[config.mk]
export PLATFORM = sky130hd
export DESIGN_NAME = occfg_top
export DESIGN_NICKNAME = d
export VERILOG_FILES = /design/src/occfg_pkg.sv /design/src/occfg_divider.sv /design/src/occfg_top.sv
export SDC_FILE = /design/constraint.sdc
export NUM_CORES = 1
export LEC_CHECK = 0
export BUFFER_PORTS_ARGS = -buffer_cell sky130_fd_sc_hd__buf_4
export CORE_UTILIZATION = 49
export DETAILED_ROUTE_END_ITERATION = 16
export PLACE_DENSITY = 0.83
export SYNTH_ARGS = -nofsm -noshare
export SYNTH_HDL_FRONTEND = slang
export SYNTH_HIERARCHICAL = 1
export SYNTH_SLANG_ARGS = --single-unit
[constraint.sdc]
create_clock -name mclk -period 2.9 [get_ports mclk]
set_input_delay 0.58 -clock mclk [delete_from_list [all_inputs] [get_ports mclk]]
set_output_delay 0.58 -clock mclk [all_outputs]
set_load 0.01 [all_outputs]
[src/occfg_pkg.sv]
/*
  Constants, register map and types for the output channel divider and
  driver configuration block.
  Assumes a 32-bit AXI4-Lite master; each register sits at four times
  its index.
*/
package occfg_pkg;

  // ----------------------------------------------------------------
  // Bus geometry
  // ----------------------------------------------------------------
  localparam int ADDR_W = 16;
  localparam int DATA_W = 32;

  // ----------------------------------------------------------------
  // Register indices (byte address = index * 4)
  // ----------------------------------------------------------------
  localparam logic [13:0] IDX_DRV_CFG    = 14'h050F;
  localparam logic [13:0] IDX_DIV1_LO    = 14'h0510;
  localparam logic [13:0] IDX_DIV1_HI    = 14'h0511;
  localparam logic [13:0] IDX_DIV2_LO    = 14'h0512;
  localparam logic [13:0] IDX_CTRL       = 14'h0513;
  localparam logic [13:0] IDX_DIV1_PHASE = 14'h0514;
  localparam logic [13:0] IDX_DIV2_PHASE = 14'h0515;

  localparam logic [2:0] SEL_DRV_CFG    = 3'h0;
  localparam logic [2:0] SEL_DIV1_LO    = 3'h1;
  localparam logic [2:0] SEL_DIV1_HI    = 3'h2;
  localparam logic [2:0] SEL_DIV2_LO    = 3'h3;
  localparam logic [2:0] SEL_CTRL       = 3'h4;
  localparam logic [2:0] SEL_DIV1_PHASE = 3'h5;
  localparam logic [2:0] SEL_DIV2_PHASE = 3'h6;
  localparam logic [2:0] SEL_NONE       = 3'h7;

  // ----------------------------------------------------------------
  // Reset values
  // ----------------------------------------------------------------
  localparam logic [7:0] RST_DRV_CFG = 8'h10;
  localparam logic [7:0] RST_DIV1_LO = 8'h03;
  localparam logic [1:0] RST_DIV_HI  = 2'h0;
  localparam logic [7:0] RST_DIV2_LO = 8'h00;
  localparam logic [2:0] RST_CTRL    = 3'h0;
  localparam logic [7:0] RST_PHASE   = 8'h00;

  // ----------------------------------------------------------------
  // Field positions
  // ----------------------------------------------------------------
  localparam int CTRL_DOUBLER = 4;
  localparam int CTRL_PD      = 3;
  localparam int CTRL_PRESEL  = 2;
  localparam int DRV_CMOS33   = 7;
  localparam int DRV_FMT_HI   = 6;
  localparam int DRV_FMT_LO   = 4;
  localparam int DRV_POL_P    = 3;
  localparam int DRV_POL_N    = 2;
  localparam int DRV_BOOST    = 1;
  localparam int DRV_EN       = 0;

  // ----------------------------------------------------------------
  // Format and mode codes
  // ----------------------------------------------------------------
  localparam logic [2:0] FMT_PD      = 3'h0;
  localparam logic [2:0] FMT_HSTL    = 3'h1;
  localparam logic [2:0] FMT_LVDS    = 3'h2;
  localparam logic [2:0] FMT_CMOS_PN = 3'h4;
  localparam logic [2:0] FMT_CMOS_P  = 3'h5;
  localparam logic [2:0] FMT_CMOS_N  = 3'h6;

  localparam logic [2:0] MODE_OFF    = 3'h0;
  localparam logic [2:0] MODE_HSTL   = 3'h1;
  localparam logic [2:0] MODE_LVDS   = 3'h2;
  localparam logic [2:0] MODE_CMOS18 = 3'h3;
  localparam logic [2:0] MODE_CMOS33 = 3'h4;

  localparam logic [1:0] RESP_OKAY   = 2'h0;
  localparam logic [1:0] RESP_SLVERR = 2'h2;

  typedef enum logic {WR_IDLE, WR_RESP} occfg_wr_state_type;

endpackage : occfg_pkg

[src/occfg_divider.sv]
/*
  One 10-bit channel divider with a phase preload.
  Assumes srcTick is a one-cycle pulse per source clock edge, synchronous
  to mclk; clear restarts the count from the phase value.
*/
`timescale 1ns/1ps
module occfg_divider
(
  input  wire logic       mclk,
  input  wire logic       reset_n,
  input  wire logic       clear,
  input  wire logic       srcTick,
  input  wire logic [9:0] divValue,
  input  wire logic [7:0] phase,
  output logic            divTick,
  output logic            halfTick
);

  logic [9:0] cnt_ff;
  logic       divTick_ff;
  logic       halfTick_ff;
  logic       atEnd;

  assign atEnd    = (cnt_ff >= divValue);
  assign divTick  = divTick_ff;
  assign halfTick = halfTick_ff;

  // ----------------------------------------------------------------
  // Count value+1 source ticks per output tick
  // ----------------------------------------------------------------
  always_ff @(posedge mclk)
  begin
    if (!reset_n || clear)
      cnt_ff <= {2'h0, phase};
    else if (srcTick)
      cnt_ff <= atEnd ? 10'h000 : cnt_ff + 10'h001;
  end

  // Half tick lets the doubler emit a second edge mid-period
  always_ff @(posedge mclk)
  begin
    if (!reset_n || clear)
    begin
      divTick_ff  <= 1'b0;
      halfTick_ff <= 1'b0;
    end
    else
    begin
      divTick_ff  <= srcTick && atEnd;
      halfTick_ff <= srcTick && !atEnd && (cnt_ff == (divValue >> 1));
    end
  end

endmodule : occfg_divider

[src/occfg_top.sv]
/*
  Output channel divider and driver configuration with AXI4-Lite slave.
  Assumes the prescaler outputs arrive as one-cycle ticks synchronous
  to mclk, and an AXI4-Lite master with 32-bit data.
  // Function
  // - First divider divides by value plus one
  // - First divider split low/high, resets to 3
  // - Second divider value plus one, high bits control
  // - Doubler doubles first divider, bypasses second
  // - Power-down bit stops the whole channel
  // - Control bit 2 picks prescaler source
  // - Polarity field sets P and N sense
  // - Code 110 drives N only; 111 reserved
  // - Drive bit picks strength; 1.8V CMOS low
  // - Bit 0 enables 1.8V driver, not 3.3V
  // - Each divider has eight-bit phase, reset zero
  // - Bit 7 selects 3.3V CMOS, ignores format
  // - Format codes off, HSTL, LVDS, CMOS variants
*/
`timescale 1ns/1ps
module occfg_top
(
  input  wire logic        mclk,
  input  wire logic        reset_n,
  input  wire logic [15:0] awaddr,
  input  wire logic [2:0]  awprot,
  input  wire logic        awvalid,
  output logic             awready,
  input  wire logic [31:0] wdata,
  input  wire logic [3:0]  wstrb,
  input  wire logic        wvalid,
  output logic             wready,
  output logic [1:0]       bresp,
  output logic             bvalid,
  input  wire logic        bready,
  input  wire logic [15:0] araddr,
  input  wire logic [2:0]  arprot,
  input  wire logic        arvalid,
  output logic             arready,
  output logic [31:0]      rdata,
  output logic [1:0]       rresp,
  output logic             rvalid,
  input  wire logic        rready,
  input  wire logic        rfDivOneTick,
  input  wire logic        rfDivTwoTick,
  output logic             outputPairFiveP,
  output logic             outputPairFiveN,
  output logic             outputPairFivePEn,
  output logic             outputPairFiveNEn,
  output logic [2:0]       driverMode,
  output logic             driveStrong,
  output logic             chanActive
);

  // ----------------------------------------------------------------
  // Address decode
  // ----------------------------------------------------------------
  function automatic logic [2:0] regSel(input logic [15:0] addr);
    logic [13:0] idx;
    idx = addr[15:2];
    case (idx)
      occfg_pkg::IDX_DRV_CFG:    regSel = occfg_pkg::SEL_DRV_CFG;
      occfg_pkg::IDX_DIV1_LO:    regSel = occfg_pkg::SEL_DIV1_LO;
      occfg_pkg::IDX_DIV1_HI:    regSel = occfg_pkg::SEL_DIV1_HI;
      occfg_pkg::IDX_DIV2_LO:    regSel = occfg_pkg::SEL_DIV2_LO;
      occfg_pkg::IDX_CTRL:       regSel = occfg_pkg::SEL_CTRL;
      occfg_pkg::IDX_DIV1_PHASE: regSel = occfg_pkg::SEL_DIV1_PHASE;
      occfg_pkg::IDX_DIV2_PHASE: regSel = occfg_pkg::SEL_DIV2_PHASE;
      default:                   regSel = occfg_pkg::SEL_NONE;
    endcase
  endfunction : regSel

  // ----------------------------------------------------------------
  // Declarations
  // ----------------------------------------------------------------
  occfg_pkg::occfg_wr_state_type wrState_ff;

  logic        awready_ff;
  logic        wready_ff;
  logic        awHeld_ff;
  logic        wHeld_ff;
  logic [15:0] awAddr_ff;
  logic [7:0]  wByte_ff;
  logic        wLane_ff;
  logic        bvalid_ff;
  logic [1:0]  bresp_ff;
  logic        arready_ff;
  logic        rvalid_ff;
  logic [31:0] rdata_ff;
  logic [1:0]  rresp_ff;

  logic [7:0]  drvCfg_ff;
  logic [7:0]  div1Lo_ff;
  logic [1:0]  div1Hi_ff;
  logic [7:0]  div2Lo_ff;
  logic [1:0]  div2Hi_ff;
  logic [2:0]  ctrl_ff;
  logic [7:0]  div1Phase_ff;
  logic [7:0]  div2Phase_ff;
  logic        resync_ff;

  logic        wrFire;
  logic [2:0]  wrSel;
  logic [2:0]  rdSel;
  logic [7:0]  rdByte;

  logic        doubler;
  logic        powerDown;
  logic        srcTick;
  logic        d1Tick;
  logic        d1Half;
  logic        d2Tick;
  logic        finalTick;
  logic        chanClk_ff;

  logic        cmos33;
  logic [2:0]  fmt;
  logic        nxt_pEn;
  logic        nxt_nEn;
  logic        nxt_pVal;
  logic        nxt_nVal;
  logic [2:0]  nxt_mode;
  logic        outP_ff;
  logic        outN_ff;
  logic        outPEn_ff;
  logic        outNEn_ff;
  logic [2:0]  mode_ff;
  logic        strong_ff;
  logic        active_ff;

  assign wrFire = (wrState_ff == occfg_pkg::WR_IDLE) && awHeld_ff
                  && wHeld_ff;
  assign wrSel  = regSel(awAddr_ff);
  assign rdSel  = regSel(araddr);

  // ----------------------------------------------------------------
  // AXI write channels
  // ----------------------------------------------------------------
  always_ff @(posedge mclk)
  begin
    if (!reset_n)
    begin
      wrState_ff <= occfg_pkg::WR_IDLE;
      awready_ff <= 1'b1;
      wready_ff  <= 1'b1;
      awHeld_ff  <= 1'b0;
      wHeld_ff   <= 1'b0;
      awAddr_ff  <= 16'h0000;
      wByte_ff   <= 8'h00;
      wLane_ff   <= 1'b0;
      bvalid_ff  <= 1'b0;
      bresp_ff   <= occfg_pkg::RESP_OKAY;
    end
    else
    begin
      case (wrState_ff)
        occfg_pkg::WR_IDLE:
        begin
          if (awvalid && awready_ff)
          begin
            awHeld_ff  <= 1'b1;
            awAddr_ff  <= awaddr;
            awready_ff <= 1'b0;
          end
          if (wvalid && wready_ff)
          begin
            wHeld_ff  <= 1'b1;
            wByte_ff  <= wdata[7:0];
            wLane_ff  <= wstrb[0];
            wready_ff <= 1'b0;
          end
          if (wrFire)
          begin
            wrState_ff <= occfg_pkg::WR_RESP;
            bvalid_ff  <= 1'b1;
            bresp_ff   <= (wrSel == occfg_pkg::SEL_NONE) ?
                          occfg_pkg::RESP_SLVERR : occfg_pkg::RESP_OKAY;
          end
        end
        occfg_pkg::WR_RESP:
        begin
          if (bready)
          begin
            wrState_ff <= occfg_pkg::WR_IDLE;
            bvalid_ff  <= 1'b0;
            awHeld_ff  <= 1'b0;
            wHeld_ff   <= 1'b0;
            awready_ff <= 1'b1;
            wready_ff  <= 1'b1;
          end
        end
        default:
          wrState_ff <= occfg_pkg::WR_IDLE;
      endcase
    end
  end

  // ----------------------------------------------------------------
  // Register file; only byte lane 0 carries data
  // ----------------------------------------------------------------
  always_ff @(posedge mclk)
  begin
    if (!reset_n)
    begin
      drvCfg_ff    <= occfg_pkg::RST_DRV_CFG;
      div1Lo_ff    <= occfg_pkg::RST_DIV1_LO;
      div1Hi_ff    <= occfg_pkg::RST_DIV_HI;
      div2Lo_ff    <= occfg_pkg::RST_DIV2_LO;
      div2Hi_ff    <= occfg_pkg::RST_DIV_HI;
      ctrl_ff      <= occfg_pkg::RST_CTRL;
      div1Phase_ff <= occfg_pkg::RST_PHASE;
      div2Phase_ff <= occfg_pkg::RST_PHASE;
    end
    else if (wrFire && wLane_ff)
    begin
      case (wrSel)
        occfg_pkg::SEL_DRV_CFG:    drvCfg_ff    <= wByte_ff;
        occfg_pkg::SEL_DIV1_LO:    div1Lo_ff    <= wByte_ff;
        occfg_pkg::SEL_DIV1_HI:    div1Hi_ff    <= wByte_ff[1:0];
        occfg_pkg::SEL_DIV2_LO:    div2Lo_ff    <= wByte_ff;
        occfg_pkg::SEL_CTRL:
        begin
          div2Hi_ff <= wByte_ff[1:0];
          ctrl_ff   <= wByte_ff[4:2];
        end
        occfg_pkg::SEL_DIV1_PHASE: div1Phase_ff <= wByte_ff;
        occfg_pkg::SEL_DIV2_PHASE: div2Phase_ff <= wByte_ff;
        default:                   drvCfg_ff    <= drvCfg_ff;
      endcase
    end
  end

  // Restart dividers after any divider write so phase stays aligned
  always_ff @(posedge mclk)
  begin
    if (!reset_n)
      resync_ff <= 1'b0;
    else
      resync_ff <= wrFire && wLane_ff
                   && (wrSel != occfg_pkg::SEL_DRV_CFG)
                   && (wrSel != occfg_pkg::SEL_NONE);
  end

  // ----------------------------------------------------------------
  // AXI read channel
  // ----------------------------------------------------------------
  always_comb
  begin
    case (rdSel)
      occfg_pkg::SEL_DRV_CFG:    rdByte = drvCfg_ff;
      occfg_pkg::SEL_DIV1_LO:    rdByte = div1Lo_ff;
      occfg_pkg::SEL_DIV1_HI:    rdByte = {6'h00, div1Hi_ff};
      occfg_pkg::SEL_DIV2_LO:    rdByte = div2Lo_ff;
      occfg_pkg::SEL_CTRL:       rdByte = {3'h0, ctrl_ff, div2Hi_ff};
      occfg_pkg::SEL_DIV1_PHASE: rdByte = div1Phase_ff;
      occfg_pkg::SEL_DIV2_PHASE: rdByte = div2Phase_ff;
      default:                   rdByte = 8'h00;
    endcase
  end

  always_ff @(posedge mclk)
  begin
    if (!reset_n)
    begin
      arready_ff <= 1'b1;
      rvalid_ff  <= 1'b0;
      rdata_ff   <= 32'h00000000;
      rresp_ff   <= occfg_pkg::RESP_OKAY;
    end
    else if (arvalid && arready_ff)
    begin
      arready_ff <= 1'b0;
      rvalid_ff  <= 1'b1;
      rdata_ff   <= {24'h000000, rdByte};
      rresp_ff   <= (rdSel == occfg_pkg::SEL_NONE) ?
                    occfg_pkg::RESP_SLVERR : occfg_pkg::RESP_OKAY;
    end
    else if (rvalid_ff && rready)
    begin
      arready_ff <= 1'b1;
      rvalid_ff  <= 1'b0;
    end
  end

  // ----------------------------------------------------------------
  // Divider chain
  // ----------------------------------------------------------------
  assign doubler   = ctrl_ff[occfg_pkg::CTRL_DOUBLER - 2];
  assign powerDown = ctrl_ff[occfg_pkg::CTRL_PD - 2];
  assign srcTick   = ctrl_ff[occfg_pkg::CTRL_PRESEL - 2] ?
                     rfDivTwoTick : rfDivOneTick;

  occfg_divider u_firstDiv
  (
    .mclk     (mclk),
    .reset_n  (reset_n),
    .clear    (powerDown || resync_ff),
    .srcTick  (srcTick),
    .divValue ({div1Hi_ff, div1Lo_ff}),
    .phase    (div1Phase_ff),
    .divTick  (d1Tick),
    .halfTick (d1Half)
  );

  // Second divider is held idle while bypassed
  occfg_divider u_secondDiv
  (
    .mclk     (mclk),
    .reset_n  (reset_n),
    .clear    (powerDown || resync_ff || doubler),
    .srcTick  (d1Tick),
    .divValue ({div2Hi_ff, div2Lo_ff}),
    .phase    (div2Phase_ff),
    .divTick  (d2Tick),
    .halfTick ()
  );

  // Doubling with divide-by-1 merges both edges; no gain there
  assign finalTick = doubler ? (d1Tick || d1Half) : d2Tick;

  always_ff @(posedge mclk)
  begin
    if (!reset_n || powerDown)
      chanClk_ff <= 1'b0;
    else if (finalTick)
      chanClk_ff <= !chanClk_ff;
  end

  // ----------------------------------------------------------------
  // Output driver decode
  // ----------------------------------------------------------------
  assign cmos33 = drvCfg_ff[occfg_pkg::DRV_CMOS33];
  assign fmt    = drvCfg_ff[occfg_pkg::DRV_FMT_HI:occfg_pkg::DRV_FMT_LO];

  always_comb
  begin
    nxt_mode = occfg_pkg::MODE_OFF;
    nxt_pEn  = 1'b0;
    nxt_nEn  = 1'b0;
    nxt_pVal = chanClk_ff;
    nxt_nVal = !chanClk_ff;
    if (!powerDown && cmos33)
    begin
      nxt_mode = occfg_pkg::MODE_CMOS33;
      nxt_pEn  = 1'b1;
      nxt_nEn  = 1'b1;
    end
    else if (!powerDown && drvCfg_ff[occfg_pkg::DRV_EN])
    begin
      case (fmt)
        occfg_pkg::FMT_HSTL:
        begin
          nxt_mode = occfg_pkg::MODE_HSTL;
          nxt_pEn  = 1'b1;
          nxt_nEn  = 1'b1;
        end
        occfg_pkg::FMT_LVDS:
        begin
          nxt_mode = occfg_pkg::MODE_LVDS;
          nxt_pEn  = 1'b1;
          nxt_nEn  = 1'b1;
        end
        occfg_pkg::FMT_CMOS_PN:
        begin
          nxt_mode = occfg_pkg::MODE_CMOS18;
          nxt_pEn  = 1'b1;
          nxt_nEn  = 1'b1;
        end
        occfg_pkg::FMT_CMOS_P:
        begin
          nxt_mode = occfg_pkg::MODE_CMOS18;
          nxt_pEn  = 1'b1;
        end
        occfg_pkg::FMT_CMOS_N:
        begin
          nxt_mode = occfg_pkg::MODE_CMOS18;
          nxt_nEn  = 1'b1;
        end
        default:
          nxt_mode = occfg_pkg::MODE_OFF;
      endcase
    end
    // Polarity only has meaning on single-ended drivers
    if ((nxt_mode == occfg_pkg::MODE_CMOS18)
        || (nxt_mode == occfg_pkg::MODE_CMOS33))
    begin
      nxt_pVal = chanClk_ff ^ drvCfg_ff[occfg_pkg::DRV_POL_P];
      // N sense: inverted for codes 00 and 11 only
      nxt_nVal = chanClk_ff ^ (drvCfg_ff[occfg_pkg::DRV_POL_P]
                 ~^ drvCfg_ff[occfg_pkg::DRV_POL_N]);
    end
  end

  always_ff @(posedge mclk)
  begin
    if (!reset_n)
    begin
      outP_ff   <= 1'b0;
      outN_ff   <= 1'b0;
      outPEn_ff <= 1'b0;
      outNEn_ff <= 1'b0;
      mode_ff   <= occfg_pkg::MODE_OFF;
      strong_ff <= 1'b0;
      active_ff <= 1'b0;
    end
    else
    begin
      outP_ff   <= nxt_pEn && nxt_pVal;
      outN_ff   <= nxt_nEn && nxt_nVal;
      outPEn_ff <= nxt_pEn;
      outNEn_ff <= nxt_nEn;
      mode_ff   <= nxt_mode;
      strong_ff <= drvCfg_ff[occfg_pkg::DRV_BOOST]
                   && (nxt_mode != occfg_pkg::MODE_OFF)
                   && (nxt_mode != occfg_pkg::MODE_CMOS18);
      active_ff <= !powerDown;
    end
  end

  // ----------------------------------------------------------------
  // Outputs
  // ----------------------------------------------------------------
  assign awready           = awready_ff;
  assign wready            = wready_ff;
  assign bvalid            = bvalid_ff;
  assign bresp             = bresp_ff;
  assign arready           = arready_ff;
  assign rvalid            = rvalid_ff;
  assign rdata             = rdata_ff;
  assign rresp             = rresp_ff;
  assign outputPairFiveP   = outP_ff;
  assign outputPairFiveN   = outN_ff;
  assign outputPairFivePEn = outPEn_ff;
  assign outputPairFiveNEn = outNEn_ff;
  assign driverMode        = mode_ff;
  assign driveStrong       = strong_ff;
  assign chanActive        = active_ff;

endmodule : occfg_top

==> impl_metrics.csv, run 1 <==
group,metric,value,unit
setup_path,critPathMaxStageDelay,0.74,ns
floorplan,die-area,13900,sq um
timing,finalHoldViolations,0,
clock_network,cts-hold-fix-buffers,0,
clock_network,clock_tree.buffer_depth,2,
routing,avgViaCountPerCell,5.60,
setup_path,crit-reg2reg-launch,"wrState_ff",
logic_synthesis,yosys_warnings,6,
global_route,groute.usage.overall,23.3,%
timing,worst_clock_skew,0.00826,ns
cells_and_area,n_antenna_cell,0,
placement,detailed_place_hpwl,10900,microns
logic_synthesis,syn-mean-instance-area,9.42,sq um
cells_and_area,area_growth,18.5,%
floorplan,die-height,118,microns
cells_and_area,mostFrequentLayoutCell,"sky130_fd_sc_hd__dfxtp_1",
routing,remaining_drc_errors,0,
clock_network,post-cts-setup-buffer-count,0,
setup_path,crit_required,3.20,ns
timing,max_clock_freq,0.443,GHz
clock_network,cts_tree,"yes",
setup_path,slowest_stage,"sky130_fd_sc_hd__or4_1",
timing,tightestPinTransition,0.862,ns
worst_hold_path,hold_path.startpoint,"bready",
timing,drv_slew,0,
routing,detail-route-antenna-nets,0,
pwr,power-per-cell-area,591,nW/um^2
floorplan,die_width,118,microns
routing,first_iter_violations,487,
global_route,grt_remaining_overflow,0,
worst_hold_path,worstHoldPathCells,3,
setup_path,reg2reg_to,"div2Lo_ff[1]",
timing,slew_headroom,42.3,%
pwr,power.ir.vdd_worst,470,uV
timing,setup_tns,0,ns
clock_network,cts-buffers-inserted,17,
logic_synthesis,synth_cells,699,
clock_network,numClockSinks,122,
setup_path,worst_path_bufs_invs,0,
logic_synthesis,synthesis.area,6590,sq um
placement,placed_cell_area,7140,sq um
setup_path,r2r_slack,0.64,ns
timing,grt_setup_unrepaired,"no",
setup_path,cp-startpoint,"wrState_ff",
pwr,power_leakage,2.96,nW
pwr,post-layout-total-power,4.62,mW
worst_hold_path,worst_hold_path_type,"input port to register",
global_route,first_global_vias,5126,
cells_and_area,fin_nets,865,
timing,finalSetupViolations,0,
cells_and_area,final_core_area_utilization,60.6,%
cells_and_area,share_of_cells_above_drive_strength_1,19.7,%
routing,avgRoutedWirePerCell,16.6,microns
setup_path,critical_path_peak_fanout,8,
clock_network,clk-insertion-delay-late,0.42,ns
worst_hold_path,hold-path-endpoint,"awready",
routing,routed_wl,15700,microns
floorplan,top_level_ports,133,
floorplan,floorplan.core_area,12900,sq um
cells_and_area,n_fill_cell,1044,
cells_and_area,layout.cells.most_common_list,"sky130_fd_sc_hd__dfxtp_1 (106), sky130_fd_sc_hd__nand2_1 (83), sky130_fd_sc_hd__buf_4 (77), sky130_fd_sc_hd__nor2b_1 (53), sky130_fd_sc_hd__mux2i_1 (53)",
global_route,grt_start_max_net_pins,72,
clock_network,cts.reportedPaths.clkPinSlew,0.06,ns
global_route,antenna_found_initial,0,
setup_path,critical_path.top_delay_family,"simple AND/OR/NAND/NOR gates",
setup_path,path_class,"register to register",
setup_path,crit_chain,"and3b_1, nand4_4, or4_1, mux2i_1, nor2b_1",
global_route,grt_pass1_wl,25700,microns
clock_network,htreeDepth,4,
cells_and_area,layout.cell_area.non_filler,7800,sq um
setup_path,r2r.worst_path.cells,5,
cells_and_area,post_layout_nonfiller_instances,945,
floorplan,start_util,51.2,%
floorplan,rows,41,
timing,finalCritPeriodShare,77.8,%
clock_network,clock-root-buffer,"sky130_fd_sc_hd__clkbuf_16",
clock_network,cts_repair_resize_count,0,
setup_path,critPathLaunchType,"register",
routing,vias,5288,
run_status,outcome,"finished clean",
routing,dr.pass1.iters,5,
setup_path,timing.critical_path.to_type,"register",
flow_run,max-cap-violations,0,
placement,post-place-cells,913,
placement,port-buffer-count,69,
setup_path,crit_arrival,2.55,ns
placement,finalWeightedCongestion,0.867,
timing,fin_crit,2.26,ns
==> registers in the layout (all words and copies together), names as in the netlist, 3 cells and up <==
name / count
drvCfg_ff: 8
div1Lo_ff: 8
u_firstDiv/cnt_ff: 10
div2Phase_ff: 8
rdata: 8
u_secondDiv/cnt_ff: 10
ctrl_ff: 3
div2Lo_ff: 8
wByte_ff: 8
div1Phase_ff: 8
driverMode: 3
awAddr_ff: 14
==> through the flow <==
stage	setup WS (ns)	hold WS (ns)
after detailed placement	0.556	0.441
after CTS	0.658	0.412
after global placement	0.630	0.429
after global routing	0.506	0.434
after floorplan	0.778	0.419
final	0.644	0.414
==> power by group <==
| part | total (mW) | switching [mW] | internal [mW] |
|---|---|---|---|
| logic | 0.391 | 0.213 | 0.178 |
| registers | 1.86 | 0.0858 | 1.77 |
| clock network | 2.37 | 0.829 | 1.54 |
| total | 4.62 | 1.13 | 3.49 |
==> worst min-delay path, cell delays in order <==
cell	delay [ns]
sky130_fd_sc_hd__buf_4	0.10
sky130_fd_sc_hd__o22ai_1	0.07
sky130_fd_sc_hd__nand2_1	0.06
==> worst max-delay path by stage <==
stage | end | slack [ns] | cells after the start
2_1_floorplan | u_secondDiv/cnt_ff[2] | 0.78 | 9
3_3_place_gp | rdata[5] | 0.63 | 6
3_5_place_dp | rdata[6] | 0.56 | 6
4_1_cts | u_firstDiv/cnt_ff[1] | 0.66 | 5
5_1_grt | u_firstDiv/cnt_ff[1] | 0.51 | 7
6_report | div2Lo_ff[1] | 0.64 | 5
==> final cells by class <==
type	count	area (sq um)	area share [%]
repair buffers	77	578	7.41
clock inverters	13	200	2.56
well taps	172	215	2.76
clock buffers	19	464	5.95
multi-input cells	518	3650	46.8
inverters	24	90.1	1.15
flip-flops and latches	122	2600	33.3
==> metal layers <==
metal | GRT usage (%) | vias to the layer above | routed length (microns)
li1 | - | 2554 | -
met1 | 30.6 | 2514 | 6920
met2 | 38.1 | 195 | 7460
met3 | 4.02 | 25 | 1040
met4 | 9.21 | 0 | 311
met5 | 0 | - | 0
Power figures use the tool's default switching activity.
==> run 2, diff against run 1 <==
- PLACE_DENSITY: 0.83 -> 0.86
- clock period: 2.9 -> 1.85 ns (I/O delays scaled with it)
==> run 2 against run 1 <==
  * The run now ends with negative setup slack left
  * Utilization increased by 5.3 points
  * Die area unchanged
  * Critical endpoint is now u_secondDiv/cnt_ff[0]
  * Register-to-register slack got worse by 0.83 ns
  * Power up 47%
  * Worst setup slack got worse by 0.83 ns
  * Flip-flop and latch count is the same
  * Global-route usage grew 2.6 points
  * Cell count rose by 7.6%
  * Critical path depth up 2
  * Largest power group unchanged
  * Worst hold slack worse by 0.21 ns
==> impl_metrics.csv, run 2 (synthesis gave the netlist of run 1 again) <==
group,metric,value,unit
placement,detailed_place_hpwl,11900,microns
placement,placed_cell_area,7630,sq um
routing,remaining_drc_errors,0,
setup_path,crit_required,2.10,ns
routing,routed_wl,18100,microns
placement,post-place-cells,973,
global_route,grt_remaining_overflow,0,
global_route,first_global_vias,5672,
cells_and_area,registers.top_by_ff_count,"awAddr_ff",
cells_and_area,area_growth,28.9,%
setup_path,crit-reg2reg-launch,"u_secondDiv/cnt_ff[0]",
cells_and_area,n_fill_cell,970,
setup_path,critical_path_peak_fanout,6,
worst_hold_path,hold-path-endpoint,"awAddr_ff[10]",
timing,finalHoldViolations,0,
clock_network,clk-insertion-delay-late,0.42,ns
cells_and_area,mostFrequentLayoutCell,"sky130_fd_sc_hd__buf_4",
global_route,grt_start_max_net_pins,55,
clock_network,cts-buffers-inserted,17,
run_status,failed_checks,"negative setup slack",
routing,dr.pass1.iters,5,
routing,detail-route-antenna-nets,0,
cells_and_area,n_antenna_cell,0,
routing,first_iter_violations,459,
clock_network,htreeDepth,4,
timing,worst_clock_skew,0.00896,ns
cells_and_area,post_layout_nonfiller_instances,1017,
cells_and_area,layout.cells.most_common_list,"sky130_fd_sc_hd__buf_4 (141), sky130_fd_sc_hd__dfxtp_1 (101), sky130_fd_sc_hd__nand2_1 (83), sky130_fd_sc_hd__nor2b_1 (52), sky130_fd_sc_hd__mux2i_1 (49)",
flow_run,max-cap-violations,0,
placement,dpl_worst_slack,-0.158,ns
setup_path,crit_arrival,2.28,ns
timing,layout_setup_ws,-0.183,ns
timing,holdWs,0.204,ns
clock_network,clock_tree.buffer_depth,2,
timing,finalCritPeriodShare,110,%
floorplan,die-height,118,microns
timing,grt_setup_unrepaired,"yes",
routing,avgViaCountPerCell,5.72,
routing,vias,5817,
setup_path,critPathLaunchType,"register",
clock_network,clock-root-buffer,"sky130_fd_sc_hd__clkbuf_16",
setup_path,timing.critical_path.to_type,"register",
setup_path,r2r_slack,-0.18,ns
timing,finalSetupViolations,29,
pwr,post-layout-total-power,6.80,mW
timing,max_clock_freq,0.492,GHz
pwr,power-per-cell-area,800,nW/um^2
routing,avgRoutedWirePerCell,17.8,microns
floorplan,die_width,118,microns
global_route,antenna_found_initial,0,
timing,tightestPinTransition,0.545,ns
cells_and_area,ff_latch_area,2610,sq um
setup_path,r2r.worst_path.cells,7,
timing,slew_headroom,63.6,%
cells_and_area,number_of_flip_flops_under_the_largest_register_name,14,
worst_hold_path,worst_hold_path_type,"input port to register",
cells_and_area,largest_registers,"awAddr_ff (14), u_firstDiv/cnt_ff (10), u_secondDiv/cnt_ff (10)",
clock_network,cts_tree,"yes",
worst_hold_path,hold_path.startpoint,"awaddr[10]",
floorplan,top_level_ports,133,
timing,fin_crit,2.03,ns
floorplan,die-area,13900,sq um
cells_and_area,share_of_cells_above_drive_strength_1,30.4,%
run_status,outcome,"finished, violations left",
cells_and_area,final_core_area_utilization,65.9,%
global_route,groute.usage.overall,26.0,%
timing,setup_tns,-1.57,ns
clock_network,numClockSinks,122,
placement,finalWeightedCongestion,0.924,
setup_path,reg2reg_to,"u_secondDiv/cnt_ff[0]",
placement,port-buffer-count,69,
cells_and_area,layout.cell_area.non_filler,8490,sq um
setup_path,path_class,"register to register",
pwr,power_leakage,3.29,nW
cells_and_area,multiInputGateArea,3880,sq um
worst_hold_path,worstHoldPathCells,3,
cells_and_area,fin_nets,937,
floorplan,start_util,51.2,%
pwr,power.ir.vdd_worst,710,uV
clock_network,cts.reportedPaths.clkPinSlew,0.06,ns
floorplan,floorplan.core_area,12900,sq um
global_route,grt_pass1_wl,28300,microns
floorplan,rows,41,
timing,drv_slew,0,
[run 2: cell types whose count changed in the layout (fill, tap and decap cells not counted), moves of 4 or more]
cell / before / now
sky130_fd_sc_hd__clkinv_4: 1 / 5
sky130_fd_sc_hd__inv_6: 6 / 0
sky130_fd_sc_hd__o31ai_1: 8 / 4
sky130_fd_sc_hd__dfxtp_2: 0 / 4
sky130_fd_sc_hd__mux2i_2: 0 / 4
sky130_fd_sc_hd__bufinv_16: 4 / 0
sky130_fd_sc_hd__mux2i_1: 53 / 49
sky130_fd_sc_hd__buf_4: 77 / 141
sky130_fd_sc_hd__dfxtp_1: 106 / 101
[run 2: timing repair]
action                                  in CTS  in global routing
endpoints found under the setup margin      32                 56
hold buffers                                 0                  0
pin swaps                                   19                 13
gates resized for setup                     24                 26
setup buffers                                6                  4
cloned                                       2                  0
[run 2: worst max path at each step]
stage	from	endpoint	slack, ns	cells past startpoint
2_1_floorplan	u_secondDiv/cnt_ff[0]	u_secondDiv/cnt_ff[0]	-0.20	9
3_3_place_gp	araddr[3]	rdata[5]	-0.12	6
3_5_place_dp	araddr[3]	rdata[5]	-0.16	6
4_1_cts	u_secondDiv/cnt_ff[0]	u_secondDiv/cnt_ff[0]	-0.10	7
5_1_grt	u_secondDiv/cnt_ff[0]	u_secondDiv/cnt_ff[2]	-0.23	7
6_report	u_secondDiv/cnt_ff[0]	u_secondDiv/cnt_ff[0]	-0.18	7
[run 2: routing by layer]
layer  up-vias  track usage, %  share of wire (%)
met5         -               0                  0
met4         0            13.2                4.4
met3        68            6.78                8.1
met2       283            43.2                 48
met1      2767            30.8                 39
li1       2699               -                  -
[run 2: final cells by class]
cell class | instances | share of cell area [%]
Sequential cell | 122 | 30.8
Multi-Input combinational cell | 520 | 45.7
Clock buffer | 19 | 5.33
Timing Repair Buffer | 147 | 13.5
Inverter | 24 | 1.06
Tap cell | 172 | 2.53
Clock inverter | 13 | 1.12
[run 2: power breakdown]
| part | leakage, nW | total, mW | internal (mW) | switching (mW) |
|---|---|---|---|---|
| logic | 1.99 | 0.882 | 0.415 | 0.468 |
| registers | 1.03 | 2.89 | 2.78 | 0.106 |
| clock network | 0.266 | 3.03 | 1.78 | 1.25 |
[run 2: critical path, cell delays in order, from the launching register on]
cell,delay (ns)
sky130_fd_sc_hd__edfxtp_1,0.40
sky130_fd_sc_hd__inv_1,0.08
sky130_fd_sc_hd__ha_1,0.23
sky130_fd_sc_hd__nand2b_4,0.14
sky130_fd_sc_hd__a21oi_2,0.13
sky130_fd_sc_hd__nor3_2,0.07
sky130_fd_sc_hd__or4_4,0.56
sky130_fd_sc_hd__o31ai_2,0.26
==> run 3, diff against run 2 <==
- CORE_ASPECT_RATIO: not set -> 1.25
- RECOVER_POWER: not set -> 100
==> run 3 against run 2 <==
  * Worst hold slack got worse by 0.0072 ns
  * Cell count is essentially flat
  * Flip-flop and latch count stayed put
  * The flow still finishes with violations (negative setup slack)
==> impl_metrics.csv, run 3 (synthesis gave the netlist of run 1 again) <==
group,metric,value,unit
timing,finalCritPeriodShare,111,%
clock_network,clk-insertion-delay-late,0.42,ns
timing,slew_headroom,49.2,%
global_route,groute.usage.overall,25.8,%
routing,remaining_drc_errors,0,
cells_and_area,n_fill_cell,965,
timing,grt_setup_unrepaired,"yes",
setup_path,crit_arrival,2.29,ns
setup_path,critical_path_peak_fanout,6,
cells_and_area,ff_latch_area,2610,sq um
cells_and_area,layout.cells.most_common_list,"sky130_fd_sc_hd__buf_4 (111), sky130_fd_sc_hd__dfxtp_1 (102), sky130_fd_sc_hd__nand2_1 (83), sky130_fd_sc_hd__nor2b_1 (53), sky130_fd_sc_hd__mux2i_1 (50)",
clock_network,htreeDepth,4,
timing,holdWs,0.197,ns
routing,avgRoutedWirePerCell,18.2,microns
routing,avgViaCountPerCell,5.75,
clock_network,clock_tree.buffer_depth,2,
setup_path,crit_required,2.08,ns
floorplan,rows,47,
clock_network,cts_tree,"yes",
placement,dpl_worst_slack,-0.168,ns
global_route,grt_pass1_wl,28000,microns
cells_and_area,largest_registers,"awAddr_ff (14), u_firstDiv/cnt_ff (10), u_secondDiv/cnt_ff (10)",
pwr,power_leakage,3.20,nW
floorplan,die_width,106,microns
cells_and_area,share_of_cells_above_drive_strength_1,25.7,%
clock_network,clock-root-buffer,"sky130_fd_sc_hd__clkbuf_16",
global_route,grt_remaining_overflow,0,
timing,max_clock_freq,0.486,GHz
cells_and_area,multiInputGateArea,3880,sq um
cells_and_area,mostFrequentLayoutCell,"sky130_fd_sc_hd__buf_4",
routing,dr.pass1.iters,5,
cells_and_area,post_layout_nonfiller_instances,1016,
timing,drv_slew,0,
setup_path,critPathLaunchType,"register",
cells_and_area,final_core_area_utilization,64.0,%
global_route,antenna_found_initial,0,
timing,finalSetupViolations,35,
timing,finalHoldViolations,0,
cells_and_area,n_antenna_cell,0,
timing,tightestPinTransition,0.761,ns
flow_run,max-cap-violations,0,
cells_and_area,number_of_flip_flops_under_the_largest_register_name,14,
global_route,first_global_vias,5684,
worst_hold_path,worst_hold_path_type,"input port to register",
placement,detailed_place_hpwl,12000,microns
routing,vias,5846,
cells_and_area,fin_nets,938,
pwr,post-layout-total-power,7.00,mW
routing,routed_wl,18500,microns
placement,port-buffer-count,69,
setup_path,path_class,"register to register",
setup_path,critPathMaxStageDelay,0.58,ns
floorplan,start_util,50.0,%
placement,finalWeightedCongestion,0.903,
pwr,power-per-cell-area,830,nW/um^2
floorplan,floorplan.core_area,13200,sq um
cells_and_area,area_growth,28.1,%
setup_path,timing.critical_path.to_type,"register",
cells_and_area,registers.top_by_ff_count,"awAddr_ff",
cells_and_area,layout.cell_area.non_filler,8440,sq um
global_route,grt_start_max_net_pins,48,
run_status,failed_checks,"negative setup slack",
floorplan,die-height,132,microns
setup_path,worst_path_bufs_invs,1,
setup_path,critical_path.top_delay_family,"simple AND/OR/NAND/NOR gates",
floorplan,top_level_ports,133,
timing,fin_crit,2.06,ns
placement,post-place-cells,975,
clock_network,numClockSinks,122,
setup_path,crit_chain,"inv_1, ha_1, nand2b_4, a21oi_2, nor3_1, or4_4, o31ai_2",
pwr,power.ir.vdd_worst,680,uV
timing,setup_tns,-2.82,ns
placement,placed_cell_area,7670,sq um
run_status,outcome,"finished, violations left",
clock_network,cts.reportedPaths.clkPinSlew,0.06,ns
setup_path,slowest_stage,"sky130_fd_sc_hd__or4_4",
timing,worst_clock_skew,0.00902,ns
routing,first_iter_violations,342,
clock_network,cts-buffers-inserted,17,
timing,layout_setup_ws,-0.209,ns
floorplan,die-area,13900,sq um
routing,detail-route-antenna-nets,0,
==> run 3: cell types whose count changed in the layout (fill, tap and decap cells not counted), moves of 3 or more <==
cell                       previous run  this run
sky130_fd_sc_hd__o31ai_4              1         7
sky130_fd_sc_hd__a211oi_1             0         3
sky130_fd_sc_hd__inv_6                0         3
sky130_fd_sc_hd__buf_4              141       111
sky130_fd_sc_hd__clkbuf_1             0        30
sky130_fd_sc_hd__a211oi_2             5         2
sky130_fd_sc_hd__o31ai_2             10         4
==> run 3: worst min-delay path: cells and delay by family <==
family | cells | cell delay [ns]
AOI/OAI and AO/OA | 1 | 0.06
buffers and inverters | 1 | 0.11
and+or+nand+nor | 1 | 0.04
==> run 3: per-layer routing <==
layer / routed length [microns] / GRT usage [%] / share of wire, % / vias up
li1: - / - / - / 2694
met1: 7060 / 29.5 / 38 / 2778
met2: 9150 / 44.1 / 50 / 295
met3: 1280 / 5.41 / 6.9 / 79
met4: 975 / 14.5 / 5.3 / 0
met5: 0 / 0 / 0 / -
==> run 3: final timing paths <==
| path | start | end | slack (ns) | cells after the start |
|---|---|---|---|---|
| max | u_secondDiv/cnt_ff[0] | u_secondDiv/cnt_ff[7] | -0.21 | 7 |
| min reg2reg | wHeld_ff | wHeld_ff | 0.46 | 2 |
| max reg2reg | u_secondDiv/cnt_ff[0] | u_secondDiv/cnt_ff[7] | -0.21 | 7 |
| min | awaddr[9] | awAddr_ff[9] | 0.20 | 3 |
==> run 3: repair_timing <==
action,4_1_cts,5_1_grt
gates resized for setup,13,29
setup buffers,5,4
pin swaps,7,19
gates cloned,1,1
hold buffers,0,0
endpoints found under the setup margin,32,49
==> run 3: power breakdown <==
part / internal [mW] / switching, mW
sequential: 2.78 / 0.104
clock: 1.97 / 1.27
combinational: 0.406 / 0.475
total: 5.15 / 1.85
==> run 3: cell type report <==
cell class              count  share of cell area, %
inverters                  24                   1.07
multi-input cells         519                   46.0
clock buffers              19                   5.50
well taps                 171                   2.54
clock inverters            12                   1.35
flip-flops and latches    122                   30.9
repair buffers            149                   12.6
